## src/aif_defs.svh

```systemverilog
// Purpose: Offsets, field positions, reset values and timing constants
// Assumes: 20 MHz system clock; register port with 8-bit addresses
// Notes:   Definitions only
`ifndef AIF_DEFS_SVH
`define AIF_DEFS_SVH

// ****************************************
// Register offsets and register reset value
// ****************************************
`define AIF_OFS_AXIS_EN    8'h10
`define AIF_OFS_PWR_MODE   8'h12
`define AIF_OFS_SLEEP_RATE 8'h13
`define AIF_OFS_OP_MODE    8'h14
`define AIF_OFS_WAKE_TIME  8'h1c
`define AIF_OFS_WAKE_THS   8'h1d
`define AIF_OFS_WAKE_SRC   8'h21
`define AIF_OFS_IRQ_ROUTE  8'h1f
`define AIF_OFS_IRQ_CFG    8'h17
`define AIF_REG_RESET      8'h00

// ****************************************
// Field positions
// ****************************************
`define AIF_THS_SLEEP_ON   6
`define AIF_PWR_HP         2
`define AIF_CFG_IRQ_EN     0
`define AIF_CFG_SLEEP_PIN  3
`define AIF_CFG_FINE       4
`define AIF_ROUTE_WAKE     5
`define AIF_ROUTE_SLEEP    7
`define AIF_SRC_CHANGE     6
`define AIF_SRC_SLEEP      4
`define AIF_SRC_WAKE       3

// ****************************************
// Rate codes and timing
// ****************************************
`define AIF_ODR_SLEEP1     4'h1
`define AIF_ODR_SLEEP2     4'h2
`define AIF_ODR_25HZ       4'h3
`define AIF_CLK_HZ         20000000
`define AIF_INACT_STEP     512
`define AIF_INACT_MIN      16
`define AIF_CHG_SHORT_MS   17
`define AIF_CHG_LONG_MS    37
`define AIF_SLOW_ODR_HZ    50
`define AIF_CHG_SHORT_CYC  (`AIF_CHG_SHORT_MS * (`AIF_CLK_HZ / 1000))
`define AIF_CHG_LONG_CYC   (`AIF_CHG_LONG_MS * (`AIF_CLK_HZ / 1000))
`define AIF_SLOW_PER_CYC   (`AIF_CLK_HZ / `AIF_SLOW_ODR_HZ)

`endif

```

## src/aif_pkg.sv

```systemverilog
// Purpose: Types shared by the activity/inactivity block
// Assumes: Nothing beyond SystemVerilog
// Notes:   Constants live in aif_defs.svh
package aif_pkg;
  typedef enum logic {AWAKE, ASLEEP} aif_state_t;
  typedef logic [7:0] aif_byte_t;
  typedef logic signed [15:0] aif_sample_t;
endpackage

```

## src/aif_cmp_if.sv

```systemverilog
// Purpose: Carrier between the core and the threshold comparator
// Assumes: Combinational comparator
// Notes:   One sample of three axes per transfer
`timescale 1ns/10ps
interface aif_cmp_if;
  import aif_pkg::*;
  aif_sample_t x;
  aif_sample_t y;
  aif_sample_t z;
  logic [5:0]  ths;
  logic        fine;
  logic [2:0]  axis_en;
  logic        over;
  modport cmp  (input x, y, z, ths, fine, axis_en, output over);
  modport user (output x, y, z, ths, fine, axis_en, input over);
endinterface

```

## src/aif_cmp.sv

```systemverilog
// Purpose: Magnitude compare of slope samples against the wake threshold
// Assumes: Samples are two's complement, full scale equals 2^15 counts
// Notes:   Purely combinational
`timescale 1ns/10ps
module aif_cmp
  import aif_pkg::*;
(
  aif_cmp_if.cmp bus
);

  // Absolute value, widened so that the most negative code fits
  function automatic logic [16:0] mag(input aif_sample_t v);
    mag = v[15] ? (17'h00000 - {1'b1, v}) : {1'b0, v};
  endfunction

  logic [16:0] thr;

  // ****************************************
  // Threshold scaling and compare
  // ****************************************
  always_comb begin
    // Coarse step is FS/64, fine step FS/256
    thr = bus.fine ? {4'h0, bus.ths, 7'h00} : {2'h0, bus.ths, 9'h000};
    // Sign ignored, same magnitude both ways
    bus.over = (bus.axis_en[0] && mag(bus.x) > thr) ||
               (bus.axis_en[1] && mag(bus.y) > thr) ||
               (bus.axis_en[2] && mag(bus.z) > thr);
  end

endmodule

```

## src/aif_top.sv

```systemverilog
// Purpose: Activity/inactivity recognition with sleep rate override
// Assumes: SAMPLE_VALID pulses once per sample at the effective rate
// Notes:   Register port is the internal side of the serial interface
`timescale 1ns/10ps
`include "aif_defs.svh"

// Functional notes
// - Recognition runs only with sleep enable set
// - Sleep switches to selected ultralow-power rate
// - Wake returns to programmed mode and rate
// - Threshold step FS/64, or FS/256 fine
// - Positive and negative samples share threshold
// - Sleep overrides rate, mode register untouched
// - Inactivity time 512 samples per step, 16 default
// - Sleep state bit high throughout inactivity
// - Change flag pulses 17 ms on wake, up to 37 ms on sleep entry
// - Pin shows sleep level or change flag
// - Sleep routing bit required; no latch modes
// - One over-threshold sample restores programmed rate
// - Wake interrupt delayed by wake delay samples
// - Wake flag one sample long, routed by bit
// - Sleep rate select 11 gives 25 Hz
// - Sleep rate 00 reports state, no rate change
module aif_top
  import aif_pkg::*;
#(
  parameter int INACT_STEP    = `AIF_INACT_STEP,
  parameter int INACT_MIN     = `AIF_INACT_MIN,
  parameter int CHG_SHORT_CYC = `AIF_CHG_SHORT_CYC,
  parameter int CHG_LONG_CYC  = `AIF_CHG_LONG_CYC,
  parameter int SLOW_PER_CYC  = `AIF_SLOW_PER_CYC
) (
  input  wire logic        CLOCK,
  input  wire logic        RST_N,
  input  wire logic        REG_WR,
  input  wire logic [7:0]  REG_ADDR,
  input  wire logic [7:0]  REG_WDATA,
  output      logic [7:0]  REG_RDATA,
  input  wire logic        SAMPLE_VALID,
  input  wire aif_sample_t SLOPE_X,
  input  wire aif_sample_t SLOPE_Y,
  input  wire aif_sample_t SLOPE_Z,
  output      logic [3:0]  EFF_ODR,
  output      logic        ULP_OVERRIDE,
  output      logic        SLEEP_STATE,
  output      logic        INT_PIN
);

  // ****************************************
  // Elaboration checks
  // ****************************************
  if (INACT_STEP < 1 || INACT_STEP * 15 > 65535 || INACT_MIN < 1 || INACT_MIN > 65535)
    $error("inactivity step or minimum out of range");
  if (CHG_SHORT_CYC < 1 || CHG_LONG_CYC < 1 || SLOW_PER_CYC < 1 ||
      SLOW_PER_CYC + CHG_SHORT_CYC > 1048575 || CHG_LONG_CYC > 1048575)
    $error("change flag timing exceeds the 20-bit timer");

  // ****************************************
  // Register file
  // ****************************************
  aif_byte_t axis_en_reg, axis_en_next;
  aif_byte_t power_mode_reg, power_mode_next;
  aif_byte_t sleep_rate_reg, sleep_rate_next;
  aif_byte_t operating_mode_reg, operating_mode_next;
  aif_byte_t wake_timing_reg, wake_timing_next;
  aif_byte_t wake_threshold_reg, wake_threshold_next;
  aif_byte_t irq_routing_reg, irq_routing_next;
  aif_byte_t irq_config_reg, irq_config_next;
  aif_byte_t rdata_reg, rdata_next;
  aif_state_t  state_reg, state_next;
  logic        wake_flag_reg, wake_flag_next;
  logic [19:0] chg_cnt_reg, chg_cnt_next;

  // Host writes land one edge later; read data is registered
  always_comb begin
    axis_en_next        = axis_en_reg;
    power_mode_next     = power_mode_reg;
    sleep_rate_next     = sleep_rate_reg;
    operating_mode_next = operating_mode_reg;
    wake_timing_next    = wake_timing_reg;
    wake_threshold_next = wake_threshold_reg;
    irq_routing_next    = irq_routing_reg;
    irq_config_next     = irq_config_reg;
    if (REG_WR) begin
      unique case (REG_ADDR)
        `AIF_OFS_AXIS_EN:    axis_en_next        = REG_WDATA;
        `AIF_OFS_PWR_MODE:   power_mode_next     = REG_WDATA;
        `AIF_OFS_SLEEP_RATE: sleep_rate_next     = REG_WDATA;
        `AIF_OFS_OP_MODE:    operating_mode_next = REG_WDATA;
        `AIF_OFS_WAKE_TIME:  wake_timing_next    = REG_WDATA;
        `AIF_OFS_WAKE_THS:   wake_threshold_next = REG_WDATA;
        `AIF_OFS_IRQ_ROUTE:  irq_routing_next    = REG_WDATA;
        `AIF_OFS_IRQ_CFG:    irq_config_next     = REG_WDATA;
        default: ;
      endcase
    end
    unique case (REG_ADDR)
      `AIF_OFS_AXIS_EN:    rdata_next = axis_en_reg;
      `AIF_OFS_PWR_MODE:   rdata_next = power_mode_reg;
      `AIF_OFS_SLEEP_RATE: rdata_next = sleep_rate_reg;
      `AIF_OFS_OP_MODE:    rdata_next = operating_mode_reg;
      `AIF_OFS_WAKE_TIME:  rdata_next = wake_timing_reg;
      `AIF_OFS_WAKE_THS:   rdata_next = wake_threshold_reg;
      `AIF_OFS_IRQ_ROUTE:  rdata_next = irq_routing_reg;
      `AIF_OFS_IRQ_CFG:    rdata_next = irq_config_reg;
      `AIF_OFS_WAKE_SRC:   rdata_next = {1'b0, chg_cnt_reg != 20'h00000, 1'b0,
                                         state_reg == ASLEEP, wake_flag_reg, 3'h0};
      default:             rdata_next = 8'h00;
    endcase
  end

  always_ff @(posedge CLOCK or negedge RST_N) begin
    if (!RST_N) begin
      axis_en_reg        <= `AIF_REG_RESET;
      power_mode_reg     <= `AIF_REG_RESET;
      sleep_rate_reg     <= `AIF_REG_RESET;
      operating_mode_reg <= `AIF_REG_RESET;
      wake_timing_reg    <= `AIF_REG_RESET;
      wake_threshold_reg <= `AIF_REG_RESET;
      irq_routing_reg    <= `AIF_REG_RESET;
      irq_config_reg     <= `AIF_REG_RESET;
      rdata_reg          <= 8'h00;
    end else begin
      axis_en_reg        <= axis_en_next;
      power_mode_reg     <= power_mode_next;
      sleep_rate_reg     <= sleep_rate_next;
      operating_mode_reg <= operating_mode_next;
      wake_timing_reg    <= wake_timing_next;
      wake_threshold_reg <= wake_threshold_next;
      irq_routing_reg    <= irq_routing_next;
      irq_config_reg     <= irq_config_next;
      rdata_reg          <= rdata_next;
    end
  end

  // ****************************************
  // Threshold comparator
  // ****************************************
  aif_cmp_if cmp_bus ();

  assign cmp_bus.x       = SLOPE_X;
  assign cmp_bus.y       = SLOPE_Y;
  assign cmp_bus.z       = SLOPE_Z;
  assign cmp_bus.ths     = wake_threshold_reg[5:0];
  assign cmp_bus.fine    = irq_config_reg[`AIF_CFG_FINE];
  assign cmp_bus.axis_en = axis_en_reg[2:0];

  aif_cmp u_cmp (
    .bus (cmp_bus.cmp)
  );

  // Sleep rate select mapped to a rate code
  function automatic logic [3:0] sleep_odr(input logic [1:0] sel);
    unique case (sel)
      2'h1:    sleep_odr = `AIF_ODR_SLEEP1;
      2'h2:    sleep_odr = `AIF_ODR_SLEEP2;
      2'h3:    sleep_odr = `AIF_ODR_25HZ;
      default: sleep_odr = 4'h0;
    endcase
  endfunction

  // ****************************************
  // Recognition state
  // ****************************************
  logic [15:0] inact_cnt_reg, inact_cnt_next;
  logic [1:0]  dly_cnt_reg, dly_cnt_next;
  logic        dly_pend_reg, dly_pend_next;
  logic [19:0] per_cnt_reg, per_cnt_next;
  logic [19:0] per_meas_reg, per_meas_next;
  logic [3:0]  odr_reg, odr_next;
  logic        ulp_reg, ulp_next;
  logic        int_reg, int_next;
  logic        enabled;
  logic        tick;
  logic [15:0] target;
  logic [1:0]  rate_sel;

  // One evaluation per sample while enabled
  always_comb begin
    enabled  = wake_threshold_reg[`AIF_THS_SLEEP_ON] && !power_mode_reg[`AIF_PWR_HP];
    tick     = enabled && SAMPLE_VALID;
    rate_sel = sleep_rate_reg[7:6];
    target   = (wake_timing_reg[3:0] == 4'h0) ? 16'(INACT_MIN)
               : 16'(int'(wake_timing_reg[3:0]) * INACT_STEP);
    state_next     = state_reg;
    inact_cnt_next = inact_cnt_reg;
    dly_cnt_next   = dly_cnt_reg;
    dly_pend_next  = dly_pend_reg;
    wake_flag_next = wake_flag_reg;
    chg_cnt_next   = (chg_cnt_reg != 20'h00000) ? chg_cnt_reg - 20'h00001 : chg_cnt_reg;
    per_cnt_next   = (per_cnt_reg != 20'hfffff) ? per_cnt_reg + 20'h00001 : per_cnt_reg;
    per_meas_next  = per_meas_reg;
    // Active sample spacing, measured only at the programmed rate
    if (SAMPLE_VALID) begin
      per_cnt_next = 20'h00000;
      if (state_reg == AWAKE)
        per_meas_next = per_cnt_reg;
    end
    // Wake flag lasts one sample period, then clears itself
    if (SAMPLE_VALID)
      wake_flag_next = 1'b0;
    if (!enabled) begin
      // Disabling drops the override at once
      state_next     = AWAKE;
      inact_cnt_next = 16'h0000;
      dly_pend_next  = 1'b0;
    end else if (tick) begin
      if (dly_pend_reg) begin
        // Delayed wake interrupt, one step per sample
        dly_cnt_next = dly_cnt_reg - 2'h1;
        if (dly_cnt_reg == 2'h1) begin
          dly_pend_next  = 1'b0;
          wake_flag_next = 1'b1;
        end
      end else if (cmp_bus.over) begin
        if (wake_timing_reg[6:5] == 2'h0)
          wake_flag_next = 1'b1;
        else begin
          dly_pend_next = 1'b1;
          dly_cnt_next  = wake_timing_reg[6:5];
        end
      end
      if (cmp_bus.over) begin
        inact_cnt_next = 16'h0000;
        if (state_reg == ASLEEP) begin
          // One over-threshold sample wakes
          state_next   = AWAKE;
          chg_cnt_next = 20'(CHG_SHORT_CYC);
        end
      end else if (state_reg == AWAKE) begin
        if (inact_cnt_reg + 16'h0001 >= target) begin
          state_next     = ASLEEP;
          inact_cnt_next = 16'h0000;
          // Slow active rate gets the long hold
          chg_cnt_next = (per_meas_reg > 20'(SLOW_PER_CYC)) ? 20'(CHG_LONG_CYC)
                         : per_meas_reg + 20'(CHG_SHORT_CYC);
        end else
          inact_cnt_next = inact_cnt_reg + 16'h0001;
      end
    end
    // Override only the effective rate, never the stored mode
    if (state_next == ASLEEP && rate_sel != 2'h0) begin
      odr_next = sleep_odr(rate_sel);
      ulp_next = 1'b1;
    end else begin
      odr_next = operating_mode_reg[7:4];
      ulp_next = 1'b0;
    end
    // No latch mode applies to sleep signals; pin shows sleep level or change flag
    int_next = irq_config_reg[`AIF_CFG_IRQ_EN] &&
               ((irq_routing_reg[`AIF_ROUTE_WAKE] && wake_flag_next) ||
                (irq_routing_reg[`AIF_ROUTE_SLEEP] &&
                 (irq_config_reg[`AIF_CFG_SLEEP_PIN] ? state_next == ASLEEP
                                                     : chg_cnt_next != 20'h00000)));
  end

  always_ff @(posedge CLOCK or negedge RST_N) begin
    if (!RST_N) begin
      state_reg     <= AWAKE;
      inact_cnt_reg <= 16'h0000;
      dly_cnt_reg   <= 2'h0;
      dly_pend_reg  <= 1'b0;
      wake_flag_reg <= 1'b0;
      chg_cnt_reg   <= 20'h00000;
      per_cnt_reg   <= 20'h00000;
      per_meas_reg  <= 20'h00000;
      odr_reg       <= 4'h0;
      ulp_reg       <= 1'b0;
      int_reg       <= 1'b0;
    end else begin
      state_reg     <= state_next;
      inact_cnt_reg <= inact_cnt_next;
      dly_cnt_reg   <= dly_cnt_next;
      dly_pend_reg  <= dly_pend_next;
      wake_flag_reg <= wake_flag_next;
      chg_cnt_reg   <= chg_cnt_next;
      per_cnt_reg   <= per_cnt_next;
      per_meas_reg  <= per_meas_next;
      odr_reg       <= odr_next;
      ulp_reg       <= ulp_next;
      int_reg       <= int_next;
    end
  end

  // Every output straight from a flop; sleep bit tracks state
  assign REG_RDATA    = rdata_reg;
  assign EFF_ODR      = odr_reg;
  assign ULP_OVERRIDE = ulp_reg;
  assign SLEEP_STATE  = (state_reg == ASLEEP);
  assign INT_PIN      = int_reg;

  // ****************************************
  // Checks
  // ****************************************
  chk_disable_forces_awake: assert property (@(posedge CLOCK) disable iff (!RST_N)
    !enabled |=> state_reg == AWAKE)
    else $error("recognition active while disabled");

  chk_sleep_rate_code: assert property (@(posedge CLOCK) disable iff (!RST_N)
    state_reg == ASLEEP && $past(sleep_rate_reg[7:6]) == 2'h3 |-> odr_reg == `AIF_ODR_25HZ)
    else $error("sleep rate 11 not applied");

  chk_mode_reg_kept: assert property (@(posedge CLOCK) disable iff (!RST_N)
    !REG_WR ##1 $rose(state_reg == ASLEEP) |-> $stable(operating_mode_reg))
    else $error("mode register changed by sleep entry");

  chk_wake_restores: assert property (@(posedge CLOCK) disable iff (!RST_N)
    tick && cmp_bus.over && state_reg == ASLEEP |=> state_reg == AWAKE
      && odr_reg == operating_mode_reg[7:4] && !ulp_reg)
    else $error("over-threshold sample did not wake");

  chk_stationary_no_rate: assert property (@(posedge CLOCK) disable iff (!RST_N)
    sleep_rate_reg[7:6] == 2'h0 && !$past(REG_WR) |-> !ulp_reg && odr_reg == operating_mode_reg[7:4])
    else $error("rate changed in stationary mode");

  chk_wake_no_delay: assert property (@(posedge CLOCK) disable iff (!RST_N)
    tick && !dly_pend_reg && cmp_bus.over && wake_timing_reg[6:5] == 2'h0 |=> wake_flag_reg)
    else $error("undelayed wake flag late");

  chk_wake_one_sample: assert property (@(posedge CLOCK) disable iff (!RST_N)
    wake_flag_reg && SAMPLE_VALID && !(tick && (dly_pend_reg || cmp_bus.over)) |=> !wake_flag_reg)
    else $error("wake flag outlived one sample");

  chk_change_on_wake: assert property (@(posedge CLOCK) disable iff (!RST_N)
    $fell(state_reg == ASLEEP) && enabled |-> chg_cnt_reg == 20'(CHG_SHORT_CYC))
    else $error("change flag hold wrong on wake");

  chk_pin_sleep_level: assert property (@(posedge CLOCK) disable iff (!RST_N)
    ##1 irq_config_reg == 8'h09 && irq_routing_reg == 8'h80 && $stable(irq_config_reg)
      && $stable(irq_routing_reg) && $stable(wake_threshold_reg) && $stable(power_mode_reg)
      |-> INT_PIN == SLEEP_STATE)
    else $error("pin does not follow sleep level");

endmodule

```

## config.mk

```make
export PLATFORM = sky130hd
export DESIGN_NAME = aif_top
export DESIGN_NICKNAME = d
export VERILOG_FILES = /design/src/aif_pkg.sv /design/src/aif_cmp_if.sv /design/src/aif_cmp.sv /design/src/aif_top.sv
export VERILOG_INCLUDE_DIRS = /design/src
export SDC_FILE = /design/constraint.sdc
export NUM_CORES = 1
export LEC_CHECK = 0
export ABC_AREA = 1
export BUFFER_PORTS_ARGS = -buffer_cell sky130_fd_sc_hd__buf_2
export CAP_MARGIN = 20
export CORE_UTILIZATION = 50
export DETAILED_ROUTE_END_ITERATION = 10
export PLACE_DENSITY_LB_ADDON = 0.12
export SLEW_MARGIN = 20
export SYNTH_ARGS = -nofsm -noshare
export SYNTH_HDL_FRONTEND = slang
export SYNTH_HIERARCHICAL = 1
export SYNTH_SLANG_ARGS = --single-unit
export TNS_END_PERCENT = 100
```

## constraint.sdc

```tcl
create_clock -name CLOCK -period 6.7 [get_ports CLOCK]
set_clock_uncertainty 0.05 [all_clocks]
set_input_delay 0.67 -clock CLOCK [delete_from_list [all_inputs] [get_ports CLOCK]]
set_output_delay 0.67 -clock CLOCK [all_outputs]
set_load 0.02 [all_outputs]
```

==> results.md <==
- Pwr Density: around 210 nW/um2
- I/O Buffers: approximately 80
- Filler cells: just under 2k
- Crit path from: SLOPE_X[0]
- Main synth FF type: dfrtp_1
- MaxCap Viol Count: 0
- Sw Share: approximately 29%
- Number of global-route vias before repair: between 8k and 9k
- RR Startpoint: irq_config_reg[4]$_DFFE_PN0P_
- Initial Utilization: 50.9%
- Ys async rst share: 100%
- Clk Latency, worst-skew pair: between 0.4 and 0.5 ns
- Pre-CTS setup slack: 1.89 ns
- DR WL/cell: 14.6 um
- Max_slew headroom: roughly a quarter
- Critical Path Most Common Cell: nand2_1
- Worst hold slack: around 0.27 ns
- Fin. max-slew vios: 0
- IO Pins: 83
- Antenna violations before repair: 0
- Vias per std cell: 5.29
- Maximum clock frequency: about 0.23 GHz
- First-pass GRT wire length: 43.7 mm
- Pin count of the biggest net entering global routing: 96
- Minimum clock period: about 4.4 ns
- Mapped Nets: 1524
- CP max stage cell: nor2_2
- Worst Slack Setup Final: 2.26 ns
- Critical path class: in -> reg
- Post-DRT Antenna Nets: 0
- Vias: about 9.4k
- Routability Congestion: just under 0.9
- CTS tree: yes
- Setup crit end kind: register
- Gate power share: ~17%
- Critical path startpoint category: primary input
- Total power: 2380 uW
- FF+latch count, synth: approximately 160
- Syn-to-layout area delta: 12.0%
- Count of cell types in the netlist: just over 50
- DRT iter0 DRCs: between 700 and 800
- Outcome: finished, final reports clean
- CTS Buffer Depth: 2
- Placed cell area: 10900 um2
- Worst-margin pin slew: 1.10 ns
- Sequential fraction of the synthesis area: approximately two fifths
- Die Area: about 21000 um2
- R2r worst-path depth: 20
- Flop pwr share: between 40% and 50%
- Core area: roughly 20000 um2
- Post-synth EDFFs: 0
- Critical path data required time: a little under 7 ns
- Final Hold Vio Count: 0
- Clock root cell: clkbuf_16
- YS warnings: 6
- Worst Path Max Fanout: 13
- Worst-path clk slew: 0.06 ns
- RSZ-0062 raised after global routing: no
- Final critical-path share of the clock period: 66.3%
- Die X: about 150 um
- Synth Instances: roughly 1.4k
- Worst setup path end: INT_PIN$_DFF_PN0_
- Die H: ~150 um
- Final Net Count: between 1.5k and 2k
- CTS hold repair buffers: 0
- DRC Markers: 0
- Final setup violation count: 0
- HPWL after DPL: between 15 and 20 mm
- Grt ovf: 0
- Synth top area cells: dfrtp_1, nand2_1, inv_1
- Worst R2R Setup Slack: approximately 2.6 ns
- Total GRT Usage: roughly 26%
- Total CTS buffers: 17
- Mapped Avg Cell Area: around 7.2 um2
- Synth top cells by count: nand2_1, inv_1, dfrtp_1, nor2_1, o21ai_0
- Count leader, synth: nand2_1
- Peak VDD IR: ~0.00014 V
- H-tree depth: 4
- Reg-to-reg critical path endpoint: INT_PIN$_DFF_PN0_
- CP arrival: ~4.7 ns
- Power share of the clock group: 39.4%
- Share of post-route cells with drive strength above 1: about 11%
- Resized Gates After CTS: 0
- Post-synth top area cell: dfrtp_1
- Max incr delay on CP: around 0.54 ns
- Yosys top cell area share: 38.8%
- Min-Delay Path Class: in -> async
- Switching Power: between 600 and 700 uW
- Ant diodes: 0
- Final WL: 26.0 mm
- Total clock sinks: around 160
- Detailed Routing Iterations Pass 1: 5
- Setup Buffers After CTS: 0
- Fin area: between 10000 and 15000 um2
- Synthesized cell area: 10300 um2
- Std-Cell Rows: 52
- Final TNS setup: 0 ns
- Power Internal: roughly 1700 uW
- P_leak: approximately 0.0055 uW
## final cells by class
class,count,area [um2],area share [%]
multi-input combinational,1031,5420,47.1
clock inverter,8,80.1,0.697
inverter,204,766,6.66
timing repair buffer,84,432,3.76
tap,270,338,2.94
clock buffer,22,484,4.21
sequential,159,3980,34.6
## how the worst min path moves through the flow
stage | startpoint | endpoint | slack, ns | cells past startpoint
after floorplan | RST_N | EFF_ODR[0]$_DFF_PN0_ | 0.32 | 0
after global placement | operating_mode_reg[6]$_DFFE_PN0P_ | EFF_ODR[2]$_DFF_PN0_ | 0.40 | 2
after detailed placement | operating_mode_reg[6]$_DFFE_PN0P_ | EFF_ODR[2]$_DFF_PN0_ | 0.40 | 2
after CTS | RST_N | inact_cnt_reg[7]$_DFFE_PN0P_ | 0.33 | 1
after global routing | RST_N | inact_cnt_reg[15]$_DFFE_PN0P_ | 0.34 | 1
final | RST_N | inact_cnt_reg[14]$_DFFE_PN0P_ | 0.27 | 1
## power by group through the flow
stage	registers (uW)	clock network, uW	logic (uW)
4_1_cts	1040	954	395
2_1_floorplan	1050	0	270
6_report	1040	937	396
3_3_place_gp	1060	0	386
3_5_place_dp	1060	0	391
5_1_grt	1050	998	457
## metal layers
layer	GRT usage, %	vias up	part of all wire [%]	routed length (um)
li1	-	4810	-	-
met1	40.1	4361	52	13600
met2	37.8	225	43	11100
met3	4.15	14	4.7	1220
met4	4.42	0	0.61	159
met5	0	-	0	0
## worst max-delay path: cells and delay by family
kind	cells	cell delay [ns]
simple gates	22	2.89
compound gates	2	0.20
xor+xnor	1	0.14
buf+inv	2	0.23
fa+ha+maj	2	0.52
## layout by cell type (no fill, tap or decap), drive strengths merged, types with 2 or more instances in the layout
master and count:
o22ai 14, a32o 4, or2 8, nor3 33
xnor2 11, o2bb2ai 3, o211ai 2, xor2 34
dfrtp 159, mux2i 4, a221oi 15, nand3b 7
nor2 148, buf 84, clkinv 4, clkbuf 22
o21a 2, o21bai 2, a21oi 39, nand3 107
a22o 2, o21ai 138, nor4 10, clkinvlp 3
a31oi 4, ha 38, nand4 27, inv 204
nand2 371
## per-stage QoR
step,utilization [%],instances
after floorplan,-,1418
after detailed placement,54.2,1748
final,57.0,1778
after global routing,57.0,1778
after global placement,54.2,1748
after CTS,57.0,1778
## cells by family (layout without fill, tap and decap cells)
kind of cell             Yosys count  count (layout)  share of synthesized area [%]
AO/OA/AOI/OAI                    231             231                           13.0
AND/OR/NAND/NOR                  713             713                           30.8
adder cells (fa/ha/maj)           38              38                           4.63
multiplexers                       4               4                          0.390
XOR/XNOR                          45              45                           3.84
flip-flops                       159             159                           38.8
buffers and inverters            228             318                           8.52
Note: power is estimated with default switching activity, not from simulation.
